**src/design/acb_pkg.sv**
```systemverilog
// Purpose: Constants and types for the analog clock and buffer control block
// Assumes: APB slave, 32-bit data, one aligned word per register
// Notes:   Printed offsets are indices; byte address is four times the index
package acb_pkg;

  // Column-count variants of the register layout
  typedef enum logic [3:0] {
    ACB_VAR_FOUR   = 4'b0001,
    ACB_VAR_TWO    = 4'b0010,
    ACB_VAR_TWO_LM = 4'b0100,
    ACB_VAR_ONE    = 4'b1000
  } acb_variant_type;

  localparam int unsigned ACB_IDX_CLK_SRC = 32'h61;
  localparam int unsigned ACB_IDX_BUF_CTL = 32'h62;
  localparam logic [11:0] ACB_ADDR_CLK_SRC = 12'h184;
  localparam logic [11:0] ACB_ADDR_BUF_CTL = 12'h188;

  localparam logic [7:0] ACB_CLK_SRC_RESET = 8'h00;
  localparam logic [7:0] ACB_BUF_CTL_RESET = 8'h00;

  // Clock source register fields
  localparam int unsigned ACB_SH_OFF_BIT = 6;
  localparam int unsigned ACB_CLKB_LSB   = 3;
  localparam int unsigned ACB_CLKA_LSB   = 0;

  // Buffer control register fields
  localparam int unsigned ACB_COL1_STEER_BIT = 7;
  localparam int unsigned ACB_COL2_STEER_BIT = 6;
  localparam int unsigned ACB_BUF1_BIT       = 5;
  localparam int unsigned ACB_BUF2_BIT       = 4;
  localparam int unsigned ACB_BUF0_BIT       = 3;
  localparam int unsigned ACB_BUF3_BIT       = 2;
  localparam int unsigned ACB_BYPASS_BIT     = 1;
  localparam int unsigned ACB_POWER_BIT      = 0;

  // Writable masks per variant
  localparam logic [7:0] ACB_CLK_MASK_FULL = 8'h7f;
  localparam logic [7:0] ACB_CLK_MASK_LIM  = 8'h1b;
  localparam logic [7:0] ACB_BUF_MASK_FOUR = 8'hff;
  localparam logic [7:0] ACB_BUF_MASK_TWO  = 8'hab;
  localparam logic [7:0] ACB_BUF_MASK_LIM  = 8'h80;
  localparam logic [7:0] ACB_BUF_MASK_ONE  = 8'ha3;

  localparam int unsigned ACB_NUM_BLOCKS = 8;

endpackage : acb_pkg

```
**src/design/acb_clk_if.sv**
```systemverilog
// Purpose: Carries one analog clock selection between modules
// Assumes: Codes follow the eight-entry block table
// Notes:   Range bit picks the digital block bank
`timescale 1ns/1ps
interface acb_clk_if;
  logic [2:0] code;
  logic       range;
  logic [7:0] blocks_lo;
  logic [7:0] blocks_hi;
  logic       clk_out;
  modport ctrl (output code, output range, output blocks_lo, output blocks_hi, input clk_out);
  modport sel  (input code, input range, input blocks_lo, input blocks_hi, output clk_out);
endinterface : acb_clk_if

```
**src/design/acb_clk_sel.sv**
```systemverilog
// Purpose: Registered eight-way digital block output selector
// Assumes: Block outputs synchronous to pclk
// Notes:   Index = code: 0 basic 00, 1 basic 01, 2 comm 02, 3 comm 03,
//          4 basic 10, 5 basic 11, 6 comm 12, 7 comm 13
`timescale 1ns/1ps
module acb_clk_sel (
  input  wire logic pclk,
  input  wire logic presetn,
  acb_clk_if.sel    sel_if
);
  import acb_pkg::*;

  logic [ACB_NUM_BLOCKS-1:0] bank;

  // Range bit picks which block bank the code indexes
  assign bank = sel_if.range ? sel_if.blocks_hi : sel_if.blocks_lo;

  always_ff @(posedge pclk or negedge presetn) begin
    if (!presetn) begin
      sel_if.clk_out <= 1'b0;
    end else begin
      sel_if.clk_out <= bank[sel_if.code];
    end
  end
endmodule : acb_clk_sel

```
**src/design/acb_ctrl.sv**
```systemverilog
// Purpose: APB register bank for analog clock sources and output buffers
// Assumes: Variant strap is static; APB answers with no wait state
// Notes:   Unmapped addresses read zero, ignore writes, no error
`timescale 1ns/1ps
// Operation
// - Clock source reg: sample-hold off bit 6, clock b 5:3, clock a 2:0.
// - Clock b selector routes chosen digital block output, eight codes.
// - Codes 0..3 pick basic 00, basic 01, comm 02, comm 03.
// - Codes 4..7 pick basic 10, 11, comm 12, 13; reserved on smallest.
// - A range bit per clock picks which digital block bank codes refer to.
// - Limited two-column variant: no sample-hold, selectors 4:3 and 1:0.
// - Bit 7: column 1 input from column 1 mux at 0, column 0 at 1.
// - One-column variant: bit 7 picks even pins at 0, odd at 1.
// - Bit 6: column 2 input from column 2 mux at 0, column 3 at 1.
// - Bit 5 enables column 1 output buffer on port 0 pin 5.
// - Bit 4 enables column 2 output buffer on port 0 pin 4.
// - Bit 3 enables column 0 buffer on pin 3; analog ground on one column (one-column mask drops bit 3, so ground stays off).
// - Implemented bits per variant; others reserved.
// - Bit 2 enables column 3 output buffer on port 0 pin 2.
// - Bit 1 bypasses amplifiers; software keeps them disabled meanwhile.
// - Bit 0 sets power level of all output buffers, 1 is high.
module acb_ctrl (
  input  wire logic                     pclk,
  input  wire logic                     presetn,
  input  wire acb_pkg::acb_variant_type variant,
  input  wire logic                     psel,
  input  wire logic                     penable,
  input  wire logic                     pwrite,
  input  wire logic [11:0]              paddr,
  input  wire logic [31:0]              pwdata,
  output logic      [31:0]              prdata,
  output logic                          pready,
  output logic                          pslverr,
  input  wire logic                     clock_a_block_range,
  input  wire logic                     clock_b_block_range,
  input  wire logic [7:0]               blocks_lo,
  input  wire logic [7:0]               blocks_hi,
  output logic                          analog_clock_a,
  output logic                          analog_clock_b,
  output logic                          sample_hold_off,
  output logic                          column_one_input_steer,
  output logic                          column_two_input_steer,
  output logic                          col0_out_buffer_on,
  output logic                          col1_out_buffer_on,
  output logic                          col2_out_buffer_on,
  output logic                          col3_out_buffer_on,
  output logic                          col0_drives_analog_ground,
  output logic                          col1_odd_pin_group,
  output logic                          amp_bypass,
  output logic                          buffer_power_level
);
  import acb_pkg::*;

  logic [7:0]  analog_clock_source_select;
  logic [7:0]  analog_output_buffer_control;
  logic [7:0]  clk_mask;
  logic [7:0]  buf_mask;
  logic [7:0]  next_clk;
  logic [7:0]  next_buf;
  logic [31:0] next_rdata;
  logic        wr_en;
  logic        rd_en;
  logic        hit_clk;
  logic        hit_buf;

  acb_clk_if clk_a_if ();
  acb_clk_if clk_b_if ();

  assign hit_clk = (paddr == ACB_ADDR_CLK_SRC);
  assign hit_buf = (paddr == ACB_ADDR_BUF_CTL);
  assign wr_en   = psel && penable && pwrite;
  assign rd_en   = psel && !penable && !pwrite;

  // Implemented bits per variant; masked bits never store
  always_comb begin
    case (variant)
      ACB_VAR_FOUR: begin
        clk_mask = ACB_CLK_MASK_FULL;
        buf_mask = ACB_BUF_MASK_FOUR;
      end
      ACB_VAR_TWO: begin
        clk_mask = ACB_CLK_MASK_FULL;
        buf_mask = ACB_BUF_MASK_TWO;
      end
      ACB_VAR_TWO_LM: begin
        clk_mask = ACB_CLK_MASK_LIM;
        buf_mask = ACB_BUF_MASK_LIM;
      end
      ACB_VAR_ONE: begin
        clk_mask = ACB_CLK_MASK_FULL;
        buf_mask = ACB_BUF_MASK_ONE;
      end
      default: begin
        clk_mask = ACB_CLK_MASK_FULL;
        buf_mask = ACB_BUF_MASK_FOUR;
      end
    endcase
  end

  // Masking also guards against software leaving reserved bits set
  assign next_clk = pwdata[7:0] & clk_mask;
  assign next_buf = pwdata[7:0] & buf_mask;

  // Clock source register
  always_ff @(posedge pclk or negedge presetn) begin
    if (!presetn) begin
      analog_clock_source_select <= ACB_CLK_SRC_RESET;
    end else if (wr_en && hit_clk) begin
      analog_clock_source_select <= next_clk;
    end
  end

  // Buffer control register
  always_ff @(posedge pclk or negedge presetn) begin
    if (!presetn) begin
      analog_output_buffer_control <= ACB_BUF_CTL_RESET;
    end else if (wr_en && hit_buf) begin
      analog_output_buffer_control <= next_buf;
    end
  end

  // Full address compare; aliases of the two words read zero
  always_comb begin
    if (hit_clk) begin
      next_rdata = {24'h00_0000, analog_clock_source_select};
    end else if (hit_buf) begin
      next_rdata = {24'h00_0000, analog_output_buffer_control};
    end else begin
      next_rdata = 32'h0000_0000;
    end
  end

  // Read data registered in setup so it is valid in the access phase
  always_ff @(posedge pclk or negedge presetn) begin
    if (!presetn) begin
      prdata <= 32'h0000_0000;
    end else if (rd_en) begin
      prdata <= next_rdata;
    end
  end

  // Zero wait states; pready low in reset, high from the first edge after
  always_ff @(posedge pclk or negedge presetn) begin
    if (!presetn) begin
      pready <= 1'b0;
    end else begin
      pready <= 1'b1;
    end
  end

  // No error response exists; unmapped accesses complete quietly
  always_ff @(posedge pclk or negedge presetn) begin
    if (!presetn) begin
      pslverr <= 1'b0;
    end else begin
      pslverr <= 1'b0;
    end
  end

  // Selector feeds; limited variant has only two code bits
  always_comb begin
    clk_a_if.code      = analog_clock_source_select[ACB_CLKA_LSB +: 3];
    clk_b_if.code      = analog_clock_source_select[ACB_CLKB_LSB +: 3];
    if (variant == ACB_VAR_TWO_LM) begin
      clk_a_if.code[2] = 1'b0;
      clk_b_if.code[2] = 1'b0;
    end
    clk_a_if.range     = clock_a_block_range;
    clk_b_if.range     = clock_b_block_range;
    clk_a_if.blocks_lo = blocks_lo;
    clk_a_if.blocks_hi = blocks_hi;
    clk_b_if.blocks_lo = blocks_lo;
    clk_b_if.blocks_hi = blocks_hi;
  end

  acb_clk_sel u_sel_a (
    .pclk    (pclk),
    .presetn (presetn),
    .sel_if  (clk_a_if.sel)
  );

  acb_clk_sel u_sel_b (
    .pclk    (pclk),
    .presetn (presetn),
    .sel_if  (clk_b_if.sel)
  );

  // Retimed so every output comes straight from a flop
  always_ff @(posedge pclk or negedge presetn) begin
    if (!presetn) begin
      analog_clock_a <= 1'b0;
    end else begin
      analog_clock_a <= clk_a_if.clk_out;
    end
  end

  // Same retime for clock b keeps both clocks at one latency
  always_ff @(posedge pclk or negedge presetn) begin
    if (!presetn) begin
      analog_clock_b <= 1'b0;
    end else begin
      analog_clock_b <= clk_b_if.clk_out;
    end
  end

  // Control levels follow the registers one edge later
  always_ff @(posedge pclk or negedge presetn) begin
    if (!presetn) begin
      sample_hold_off <= 1'b0;
    end else begin
      sample_hold_off <= analog_clock_source_select[ACB_SH_OFF_BIT];
    end
  end

  // Single column: bit 7 steers pin group, not column mux
  always_ff @(posedge pclk or negedge presetn) begin
    if (!presetn) begin
      column_one_input_steer <= 1'b0;
    end else begin
      column_one_input_steer <= (variant != ACB_VAR_ONE) &&
                                analog_output_buffer_control[ACB_COL1_STEER_BIT];
    end
  end

  // Held low elsewhere so bit 7 never reaches the pin group mux
  always_ff @(posedge pclk or negedge presetn) begin
    if (!presetn) begin
      col1_odd_pin_group <= 1'b0;
    end else begin
      col1_odd_pin_group <= (variant == ACB_VAR_ONE) &&
                            analog_output_buffer_control[ACB_COL1_STEER_BIT];
    end
  end

  // Not gated by variant; the mask keeps bit 6 clear where unused
  always_ff @(posedge pclk or negedge presetn) begin
    if (!presetn) begin
      column_two_input_steer <= 1'b0;
    end else begin
      column_two_input_steer <= analog_output_buffer_control[ACB_COL2_STEER_BIT];
    end
  end

  always_ff @(posedge pclk or negedge presetn) begin
    if (!presetn) begin
      col1_out_buffer_on <= 1'b0;
    end else begin
      col1_out_buffer_on <= analog_output_buffer_control[ACB_BUF1_BIT];
    end
  end

  always_ff @(posedge pclk or negedge presetn) begin
    if (!presetn) begin
      col2_out_buffer_on <= 1'b0;
    end else begin
      col2_out_buffer_on <= analog_output_buffer_control[ACB_BUF2_BIT];
    end
  end

  always_ff @(posedge pclk or negedge presetn) begin
    if (!presetn) begin
      col3_out_buffer_on <= 1'b0;
    end else begin
      col3_out_buffer_on <= analog_output_buffer_control[ACB_BUF3_BIT];
    end
  end

  // Single column reuses bit 3 for analog ground on pin 3
  always_ff @(posedge pclk or negedge presetn) begin
    if (!presetn) begin
      col0_out_buffer_on <= 1'b0;
    end else begin
      col0_out_buffer_on <= (variant != ACB_VAR_ONE) &&
                            analog_output_buffer_control[ACB_BUF0_BIT];
    end
  end

  // Limitation: the single-column mask drops bit 3, so this stays low
  always_ff @(posedge pclk or negedge presetn) begin
    if (!presetn) begin
      col0_drives_analog_ground <= 1'b0;
    end else begin
      col0_drives_analog_ground <= (variant == ACB_VAR_ONE) &&
                                   analog_output_buffer_control[ACB_BUF0_BIT];
    end
  end

  // Bypass is not gated; amplifier disable is software's job
  always_ff @(posedge pclk or negedge presetn) begin
    if (!presetn) begin
      amp_bypass <= 1'b0;
    end else begin
      amp_bypass <= analog_output_buffer_control[ACB_BYPASS_BIT];
    end
  end

  // One level for every buffer; there is no per-column power control
  always_ff @(posedge pclk or negedge presetn) begin
    if (!presetn) begin
      buffer_power_level <= 1'b0;
    end else begin
      buffer_power_level <= analog_output_buffer_control[ACB_POWER_BIT];
    end
  end

endmodule : acb_ctrl

```
**config.mk**
```make
export PLATFORM = sky130hd
export DESIGN_NAME = acb_ctrl
export DESIGN_NICKNAME = d
export VERILOG_FILES = /design/src/design/acb_pkg.sv /design/src/design/acb_clk_if.sv /design/src/design/acb_clk_sel.sv /design/src/design/acb_ctrl.sv
export SDC_FILE = /design/constraint.sdc
export NUM_CORES = 1
export LEC_CHECK = 0
export ABC_AREA = 0
export BUFFER_PORTS_ARGS = -buffer_cell sky130_fd_sc_hd__buf_2
export CORE_ASPECT_RATIO = 1.75
export CORE_UTILIZATION = 47
export DETAILED_ROUTE_END_ITERATION = 6
export GPL_ROUTABILITY_DRIVEN = 0
export GPL_TIMING_DRIVEN = 0
export PLACE_DENSITY = 0.87
export SYNTH_ARGS = -nofsm -noshare
export SYNTH_HDL_FRONTEND = slang
export SYNTH_SLANG_ARGS = --single-unit
```
**constraint.sdc**
```tcl
create_clock -name pclk -period 3.25 [get_ports pclk]
set_input_delay 0.4875 -clock pclk [delete_from_list [all_inputs] [get_ports pclk]]
set_output_delay 0.4875 -clock pclk [all_outputs]
set_load 0.03 [all_outputs]
```
# After elaboration in Yosys (flattened, before gate mapping)
# Cells that the tools add are included.
# W data, S select, Z words.
# totals
input_bits,71
output_inout_bits,47
regBits,64
word_cells,53
# classes
mux,12
n_bitwise,2
n_eq_ne,6
reduce_logical,12
magnitude_cmp,2
# ops
operator,count
$mux W32,1
$eq A12 B9 Y1 const B,2
$mux W8,3
$pmux W7 S3,1
$and A8 B8 Y8,2
$logic_and A1 B1 Y1,10
$lt A3 B4 Y1 const B,2
$mux W7,1
$bmux W1 S3,2
$eq A4 B2 Y1 const B,1
$eq A4 B3 Y1 const B,1
$eq A4 B4 Y1 const B,1
$mux W1,4
$ne A4 B4 Y1 const B,1
$logic_not A1 Y1,2

# Longest topological paths before layout
# Gate-level depths: netlist of the first run.
# depth
ltp_word,4
mapped_depth,5
ltp_nobuf,4

# Modules after synthesis
# Synthesis of the first run repeated with hierarchy kept, for this count alone.
# hier_totals
hier_cells,162
area_unflattened_um2,1974.4
# modules_own_cells
module,seq_area_each_um2,area_each_um2,n_inst,cells_each
acb_ctrl,925.9,1654.1,1,146
acb_clk_sel,25.0,160.2,2,8

# Worst setup path after synthesis of the first run
# OpenSTA, ideal clock, no wires.
# synth_timing
kind,input-to-reg
from,input paddr[5]
to,register analog_clock_source_select[0]
n_path_buf,1
setup_ps,127
t_required_ps,3123
path_stages,5
path_slack_ps,1504
arrival_time_ps,1618
cell_sequence,nor4_2 > and3_1 > and3_1 > buf_4 > mux2_1
# synth_between
elab_chain_len,2
# synth_lines
element,line_no,rtl
from (decl),acb_ctrl.sv:29,"input wire logic [11:0] paddr,"
$eq A12 B9 Y1,acb_ctrl.sv:69,assign hit_clk = (paddr == ACB_ADDR_CLK_SRC);
$logic_and A1 B1 Y1,acb_ctrl.sv:108,end else if (wr_en && hit_clk) begin
to (signal assigned),acb_ctrl.sv:109,analog_clock_source_select <= next_clk;
to (decl),acb_ctrl.sv:54,logic [7:0] analog_clock_source_select;
# No other way between the ends.
# A chain may end at the register's enable or synchronous reset.

# Worst setup path after layout of the first run
# layout_timing
from,input paddr[5]
to,register analog_clock_source_select[4]
# The elaborated chain is that of the path after synthesis.

==> metrics, run 1 <==
post-synthesis xor/xnor area fraction 0.00442; number of I/O pins around 120; core area slightly below 4000 um2; Final ANT Viol Nets 0; total track usage 0.211; clock latency at the later pin of the worst-skew pair approximately 0.30 ns; wire per inst between 10 and 15 um; number of setup buffers added after CTS 0; routed vias/inst 4.88; vias approximately 1,600; Synth Warn # 0; TritonRoute pass-1 iters 4; VDD IR max between 0.0003 and 0.0004 V; largest family of logic cells by synthesized area multiplexers; Mean Syn Cell Area roughly 12 um2; Rows 30; gate count of the mapped netlist about 170; Initial Util 0.502; post-CTS sizing 0; DRC Markers 0; total power ~1.1 mW; Synth area leaders dfrtp_1 (49%), buf_4 (9.9%), mux4_2 (9.1%), nand2_1 (4.7%), a22oi_1 (2.7%); vias in the first global route ~1,500; gr ovfl total 0; Data arrival, critical path between 1.5 and 2 ns; Slew headroom 0.461; Clock transition at path regs about 0.070 ns; Mapped Area ~2000 um2; dpl hpwl roughly 3.3 mm; post-synthesis sequential area ratio 0.493; multiplexer share of the synthesized area 0.150; Critical Path End analog_clock_source_select[4]$_DFFE_PN0P_; area of the multi-input gates ~860 um2; Leak roughly 1.4 nW; top cell type's share of synthesized area 0.493; WHS between 0.2 and 0.3 ns; TritonCTS Buffers 5; Fillers ~340; Iter 0 DRT Violations 28; Worst Reg-to-Reg Cells 4; Fin. Hold Viols 0; final setup vio count 0; Final nets 341; pre-CTS setup slack between 1 and 1.5 ns; commonest non-fill, non-tap cell in the layout buf_2; hold_buf cts 0; ys async rst share 1.00; commonest cells after routing, fill and taps aside buf_2 (68), dfrtp_1 (39), buf_4 (26), conb_1 (26), nand2_1 (25); Final Cycle Share 0.513; top cell type by total area after synthesis dfrtp_1; Final Skew about 0.0051 ns; Final Slew Violations 0; r2r setup slk roughly 1.8 ns; Die Y ~88 um; r2r endpoint u_sel_b.sel_if.clk_out$_DFF_PN0_; die width between 50 and 60 um; initial antenna violation count 0; Startpoint Class input port; placed cell area 2470 um2; Sink Count 39; pin count of the biggest net entering global routing 40; Antenna Cells 0; EDFF count, synth 0; Distinct cells, synth 30; Post-Synth Adder-Cell Area 0; design area around 2600 um2; Reg area between 900 and 1000 um2; Tightest Pin Transition between 0.8 and 0.9 ns; Final WS setup around 1.6 ns; status finished, final reports clean; FMAX about 0.6 GHz; min Tclk post-route 1.67 ns; RSZ-0062 raised after global routing no; power per standard cell area between 400 and 500 nW/um2; WS Path Type in2reg; ys flop type dfrtp_1; setup TNS 0 ns; Yosys reg bits 39; I/O Buffers 68; Die Area around 4500 um2; CTS tree done; worst-path maximum fanout 7; Bufs on Longest Clock Path 2; area grow syn2layout 31.7%; Reg-to-Reg Start analog_clock_source_select[3]$_DFFE_PN0P_; H-tree levels 2; crit path capture type flop; layout cells sized above 1 0.439; maxcap violations 0; CP startpoint paddr[5]; final wirelength about 4.1 mm; hold crit path type in2async; Post-Synth Simple-Gate Area 0.132; Root Buffer clkbuf_8; required time worst endpoint around 3.4 ns; Synth Area in Compound Gates 0.0986; first-pass GRT wire length 6.76 mm
worst min path at each step:
stage / start / to / slack (ns) / depth (start not counted)
4_1_cts: presetn / analog_output_buffer_control[2]$_DFFE_PN0P_ / 0.31 / 1
5_1_grt: presetn / col3_out_buffer_on$_DFF_PN0_ / 0.35 / 1
3_3_place_gp: u_sel_a.sel_if.clk_out$_DFF_PN0_ / analog_clock_a$_DFF_PN0_ / 0.33 / 0
6_report: presetn / prdata[7]$_DFFE_PN0P_ / 0.28 / 1
3_5_place_dp: u_sel_b.sel_if.clk_out$_DFF_PN0_ / analog_clock_b$_DFF_PN0_ / 0.34 / 0
2_1_floorplan: presetn / amp_bypass$_DFF_PN0_ / 0.19 / 0
routing by layer:
metal  track usage  part of all wire  up-vias
met1         0.214              0.33      729
li1              -                 -      757
met2         0.379              0.58       59
met4         0.131             0.035        0
met3        0.0503             0.049       12
met5             0                 0        -
flip-flops by register name (all words and copies together) (netlist names):
register	cells
col1_odd_pin_group	1
analog_clock_source_select	7
sample_hold_off	1
analog_clock_b	1
col1_out_buffer_on	1
analog_clock_a	1
column_two_input_steer	1
buffer_power_level	1
u_sel_b.sel_if.clk_out	1
u_sel_a.sel_if.clk_out	1
column_one_input_steer	1
analog_output_buffer_control	8
col3_out_buffer_on	1
col0_drives_analog_ground	1
amp_bypass	1
col0_out_buffer_on	1
prdata	8
pready	1
col2_out_buffer_on	1
report_power, final:
group	switching, mW	total, mW	internal [mW]	leakage [nW]
Combinational	0.0940	0.164	0.0696	0.821
Sequential	0.00141	0.492	0.490	0.513
Clock	0.169	0.475	0.306	0.0644
Total	0.265	1.13	0.866	1.40
through the flow:
step	utilization	instances
after global placement	0.627	311
after floorplan	-	195
after global routing	0.661	319
after CTS	0.661	319
after detailed placement	0.627	311
final	0.661	319
critical path, cell delays in order:
cell    delay [ns]
buf_2         0.10
nor4_2        0.32
and3_1        0.25
and3_1        0.16
buf_4         0.17
mux2_1        0.35
synthesized netlist by cell type, drive strengths merged (3+ instances only):
library cell	number
dfrtp	39
buf	27
nand2	25
mux4	8
o21ai	8
a22oi	7
o31ai	7
mux2	6
and3	5
mux2i	5
inv	4
nor2b	4
clkbuf	3
nand3	3
nor2	3
logic make-up after synthesis:
family / count (synthesis)
AOI/OAI and AO/OA: 28
xor gates and xnor gates: 1
buffers and inverters: 34
DFF: 39
muxes: 19
other: 2
and+or+nand+nor: 48
final cells by class:
cell class              count  area share
plain buffers              30      0.0835
clock buffers               5      0.0264
clock inverters             3      0.0259
inverters                   4     0.00576
multi-input cells         122       0.330
flip-flops and latches     39       0.374
well taps                  48      0.0230
repair buffers             68       0.131
Note: power is estimated with default switching activity, not from simulation.
==> inputs of run 2 (changes only) <==
Settings changed: CORE_UTILIZATION 47 to 39, PLACE_DENSITY 0.87 to 0.77.
Clock period 3.25 ns to 1.5 ns, I/O delays scaled along.
==> metrics, run 2 (synthesis gave the netlist of run 1 again) <==
DRC Markers 0 (unchanged); CP startpoint paddr[5]; Die Y 96.2 um (+9.6%); pre-CTS setup slack -0.205 ns (-1.49 ns); commonest cells after routing, fill and taps aside buf_2 (68), dfrtp_1 (39), buf_4 (26), conb_1 (26), nand2_1 (25); die width 55.9 um (+9.4%); number of setup buffers added after CTS 0 (unchanged); hold_buf cts 0 (unchanged); first-pass GRT wire length 6.76 mm (unchanged); routed vias/inst 4.79 (-1.9%); vias 1,556 (-0.064%); VDD IR max 0.000726 V (+99%); clock latency at the later pin of the worst-skew pair 0.29 ns (about the same); H-tree levels 2 (unchanged); final wirelength 4.18 mm (+1.4%); Tightest Pin Transition 0.833 ns (+0.0248 ns); Rows 34 (+13%); total track usage 0.163 (-0.0482); power per standard cell area 937 nW/um2 (+120%); area grow syn2layout 31.9%; Top Registers analog_output_buffer_control (8), prdata (8), analog_clock_source_select (7); Critical Path End analog_clock_source_select[0]$_DFFE_PN0P_; WS Path Type in2reg; Initial Util 0.401 (-0.101); min Tclk post-route approximately 1.4 ns; Final Slew Violations 0 (unchanged); placed cell area 2480 um2 (+0.30%); TritonRoute pass-1 iters 4 (unchanged); number of I/O pins 118 (unchanged); crit path capture type flop; required time worst endpoint 1.68 ns (-1.74 ns); post-CTS sizing 0 (unchanged); r2r setup slk 0.11 ns (-1.73 ns); placed insts 317 (+1.9%); r2r endpoint u_sel_b.sel_if.clk_out$_DFF_PN0_; Die Area 5380 um2 (+20%); gr ovfl total 0 (unchanged); Final Cycle Share 0.934; dpl hpwl 3.42 mm (+2.6%); design area 2610 um2 (+0.14%); Data arrival, critical path 1.58 ns (-0.26 ns); total power 2.45 mW (+120%); WHS 0.0306 ns (-0.254 ns); Finished Layout Cells 325 (+1.9%); vias in the first global route 1,539 (+3.8%); layout cells sized above 1 0.435 (-0.00369); Startpoint Class input port; maxcap violations 0 (unchanged); pin count of the biggest net entering global routing 40 (unchanged); final setup vio count 0 (unchanged); Reg-to-Reg Start analog_clock_source_select[3]$_DFFE_PN0P_; TritonCTS Buffers 5 (unchanged); CTS tree done; Worst Reg-to-Reg Cells 4 (unchanged); Final WS setup 0.0989 ns (-1.49 ns); Bufs on Longest Clock Path 2 (unchanged); Fin. Hold Viols 0 (unchanged); RSZ-0062 raised after global routing no; worst-path maximum fanout 7 (unchanged); Final Skew 0.00480 ns (-0.000335 ns); initial antenna violation count 0 (unchanged); Root Buffer clkbuf_8; setup TNS 0 ns (unchanged); Slew headroom 0.445 (-0.0165); Final ANT Viol Nets 0 (unchanged); Final nets 341 (unchanged); I/O Buffers 68 (unchanged); wire per inst 12.9 um (-0.49%); status finished, final reports clean; Fillers 454 (+34%); Sink Count 39 (unchanged); Clock transition at path regs 0.07 ns (about the same); Iter 0 DRT Violations 23 (-18%); Antenna Cells 0 (unchanged); Leak 1.40 nW (about the same); core area 4930 um2 (+25%); FMAX 0.714 GHz; post-layout util 0.529 (-0.132); hold crit path type in2async; commonest non-fill, non-tap cell in the layout buf_2
==> run 2: cell types whose count changed in the layout (fill, tap and decap cells not counted) <==
cell	delta
clkbuf_1	+1
clkinvlp_4	-1
==> run 2: worst min path at each step <==
stage,cells after the start,from,slack [ns],endpoint
3_3_place_gp,0,u_sel_a.sel_if.clk_out$_DFF_PN0_,0.33,analog_clock_a$_DFF_PN0_
2_1_floorplan,0,presetn,-0.07,amp_bypass$_DFF_PN0_
4_1_cts,1,presetn,0.06,analog_output_buffer_control[4]$_DFFE_PN0P_
6_report,1,presetn,0.03,analog_output_buffer_control[6]$_DFFE_PN0P_
5_1_grt,1,presetn,0.09,analog_output_buffer_control[6]$_DFFE_PN0P_
3_5_place_dp,0,u_sel_b.sel_if.clk_out$_DFF_PN0_,0.34,analog_clock_b$_DFF_PN0_
==> run 2: worst max-delay path, stage by stage <==
cell,delay (ns)
buf_2,0.10
nor4_2,0.33
and3_1,0.25
and3_1,0.16
buf_4,0.17
mux2_1,0.34
==> run 2: area by class of cell <==
class                   count  area (um2)  share of cell area
clock buffers               6        72.6              0.0278
flip-flops and latches     39         976               0.374
clock inverters             2        60.1              0.0230
plain buffers              30         218              0.0834
well taps                  54        67.6              0.0259
repair buffers             68         340               0.130
inverters                   4        15.0             0.00575
multi-input cells         122         861               0.330
==> run 2: report_power, final <==
group | switching [mW] | internal, mW
Clock | 0.361 | 0.665
Sequential | 0.00336 | 1.06
Combinational | 0.203 | 0.151
Total | 0.567 | 1.88
==> run 2: layer usage <==
metal	GRT usage	share of wire	vias to the layer above
li1	-	-	756
met1	0.157	0.34	740
met2	0.316	0.58	48
met3	0.0323	0.046	12
met4	0.0976	0.034	0
met5	0	0	-
==> inputs of run 3 (changes only) <==
Settings changed: RECOVER_POWER from default to 25.
==> metrics, run 3 (synthesis gave the netlist of run 1 again) <==
status finished, final reports clean; vias in the first global route 1,539 (unchanged); Iter 0 DRT Violations 23 (unchanged); power per standard cell area 937 nW/um2 (about the same); setup TNS 0 ns (unchanged); number of I/O pins 118 (unchanged); Fin. Hold Viols 0 (unchanged); core area 4930 um2 (unchanged); die width 55.9 um (unchanged); Die Y 96.2 um (unchanged); RSZ-0062 raised after global routing no; first-pass GRT wire length 6.76 mm (unchanged); Top Registers analog_output_buffer_control (8), prdata (8), analog_clock_source_select (7); commonest non-fill, non-tap cell in the layout buf_2; I/O Buffers 68 (unchanged); area grow syn2layout 31.9% (unchanged); initial antenna violation count 0 (unchanged); Final Skew 0.00480 ns (unchanged); Leak 1.40 nW (about the same); final setup vio count 0 (unchanged); FMAX 0.714 GHz (unchanged); post-layout util 0.529 (unchanged); gr ovfl total 0 (unchanged); clock latency at the later pin of the worst-skew pair 0.29 ns (about the same); Root Buffer clkbuf_8; worst-path maximum fanout 7 (unchanged); commonest cells after routing, fill and taps aside buf_2 (67), dfrtp_1 (39), buf_4 (26), conb_1 (26), nand2_1 (25); total track usage 0.163 (unchanged); Startpoint Class input port; crit path capture type flop; hold crit path type in2async; Sink Count 39 (unchanged); Final Cycle Share 0.934 (unchanged); routed vias/inst 4.79 (unchanged); H-tree levels 2 (unchanged); Slew headroom 0.379 (-0.0660); Bufs on Longest Clock Path 2 (unchanged); vias 1,556 (unchanged); min Tclk post-route 1.40 ns (unchanged); Rows 34 (unchanged); post-CTS sizing 0 (unchanged); number of setup buffers added after CTS 0 (unchanged); CTS tree done; dpl hpwl 3.42 mm (unchanged); TritonRoute pass-1 iters 4 (unchanged); TritonCTS Buffers 5 (unchanged); wire per inst 12.9 um (unchanged); VDD IR max 0.000726 V (about the same); Final ANT Viol Nets 0 (unchanged); Die Area 5380 um2 (unchanged); DRC Markers 0 (unchanged); Tightest Pin Transition 0.932 ns (+0.0989 ns); Final nets 341 (unchanged); maxcap violations 0 (unchanged); WS Path Type in2reg; final wirelength 4.18 mm (unchanged); layout cells sized above 1 0.435 (unchanged); required time worst endpoint 1.68 ns (about the same); Data arrival, critical path 1.58 ns (about the same); Clock transition at path regs 0.07 ns (about the same); pin count of the biggest net entering global routing 40 (unchanged); Antenna Cells 0 (unchanged); Final Slew Violations 0 (unchanged); Initial Util 0.401 (unchanged); hold_buf cts 0 (unchanged)
[run 3: cell types whose count changed in the layout (fill, tap and decap cells not counted)]
cell and change:
buf_2 -1, clkbuf_2 +1
[run 3: metal layers]
layer	wire, um	vias up	share of wire	global-route usage
met5	0	-	0	0
met4	143	0	0.034	0.0976
li1	-	756	-	-
met1	1410	740	0.34	0.157
met2	2430	48	0.58	0.316
met3	193	12	0.046	0.0323
[run 3: final timing paths]
| path | endpoint | cells after the start | start | slack (ns) |
|---|---|---|---|---|
| worst max-delay path | analog_clock_source_select[0]$_DFFE_PN0P_ | 6 | paddr[5] | 0.1 |
| min in group pclk | analog_clock_source_select[1]$_DFFE_PN0P_ | 2 | pwdata[1] | 0.16 |
| worst min register to register | analog_clock_b$_DFF_PN0_ | 0 | u_sel_b.sel_if.clk_out$_DFF_PN0_ | 0.35 |
| worst max register to register | u_sel_b.sel_if.clk_out$_DFF_PN0_ | 4 | analog_clock_source_select[3]$_DFFE_PN0P_ | 0.11 |
| worst min-delay path | analog_output_buffer_control[6]$_DFFE_PN0P_ | 1 | presetn | 0.06 |
| max in group asynchronous | prdata[3]$_DFFE_PN0P_ | 1 | presetn | 0.86 |
[run 3: area by class of cell]
| class | instances | area [um2] |
|---|---|---|
| flip-flops and latches | 39 | 976 |
| well taps | 54 | 67.6 |
| repair buffers | 68 | 340 |
| fillers | 454 | 2320 |
| inverters | 4 | 15.0 |
| clock buffers | 6 | 72.6 |
| plain buffers | 30 | 218 |
| clock inverters | 2 | 60.1 |
| multi-input cells | 122 | 861 |
[run 3: critical path: stages]
cell and delay [ns]:
buf_2 0.10, nor4_2 0.33, and3_1 0.25, and3_1 0.16, buf_4 0.17, mux2_1 0.34
[run 3: power breakdown]
group          switching, mW  internal [mW]  total, mW
registers            0.00336           1.06       1.07
logic                  0.203          0.151      0.353
clock network          0.361          0.665       1.03
total                  0.567           1.88       2.45
[run 3: through the flow]
| step | instance area [um2] | hold WS, ns | total power, mW | std cells | setup WS (ns) |
|---|---|---|---|---|---|
| after floorplan | 2070 | -0.0706 | 1.32 | 195 | 0.0169 |
| after global placement | 2480 | 0.332 | 1.43 | 317 | -0.173 |
| after detailed placement | 2480 | 0.336 | 1.44 | 317 | -0.205 |
| after CTS | 2610 | 0.0579 | 2.45 | 325 | 0.102 |
| after global routing | 2610 | 0.131 | 2.53 | 325 | 0.0271 |
| final | 2610 | 0.0629 | 2.45 | 325 | 0.0989 |
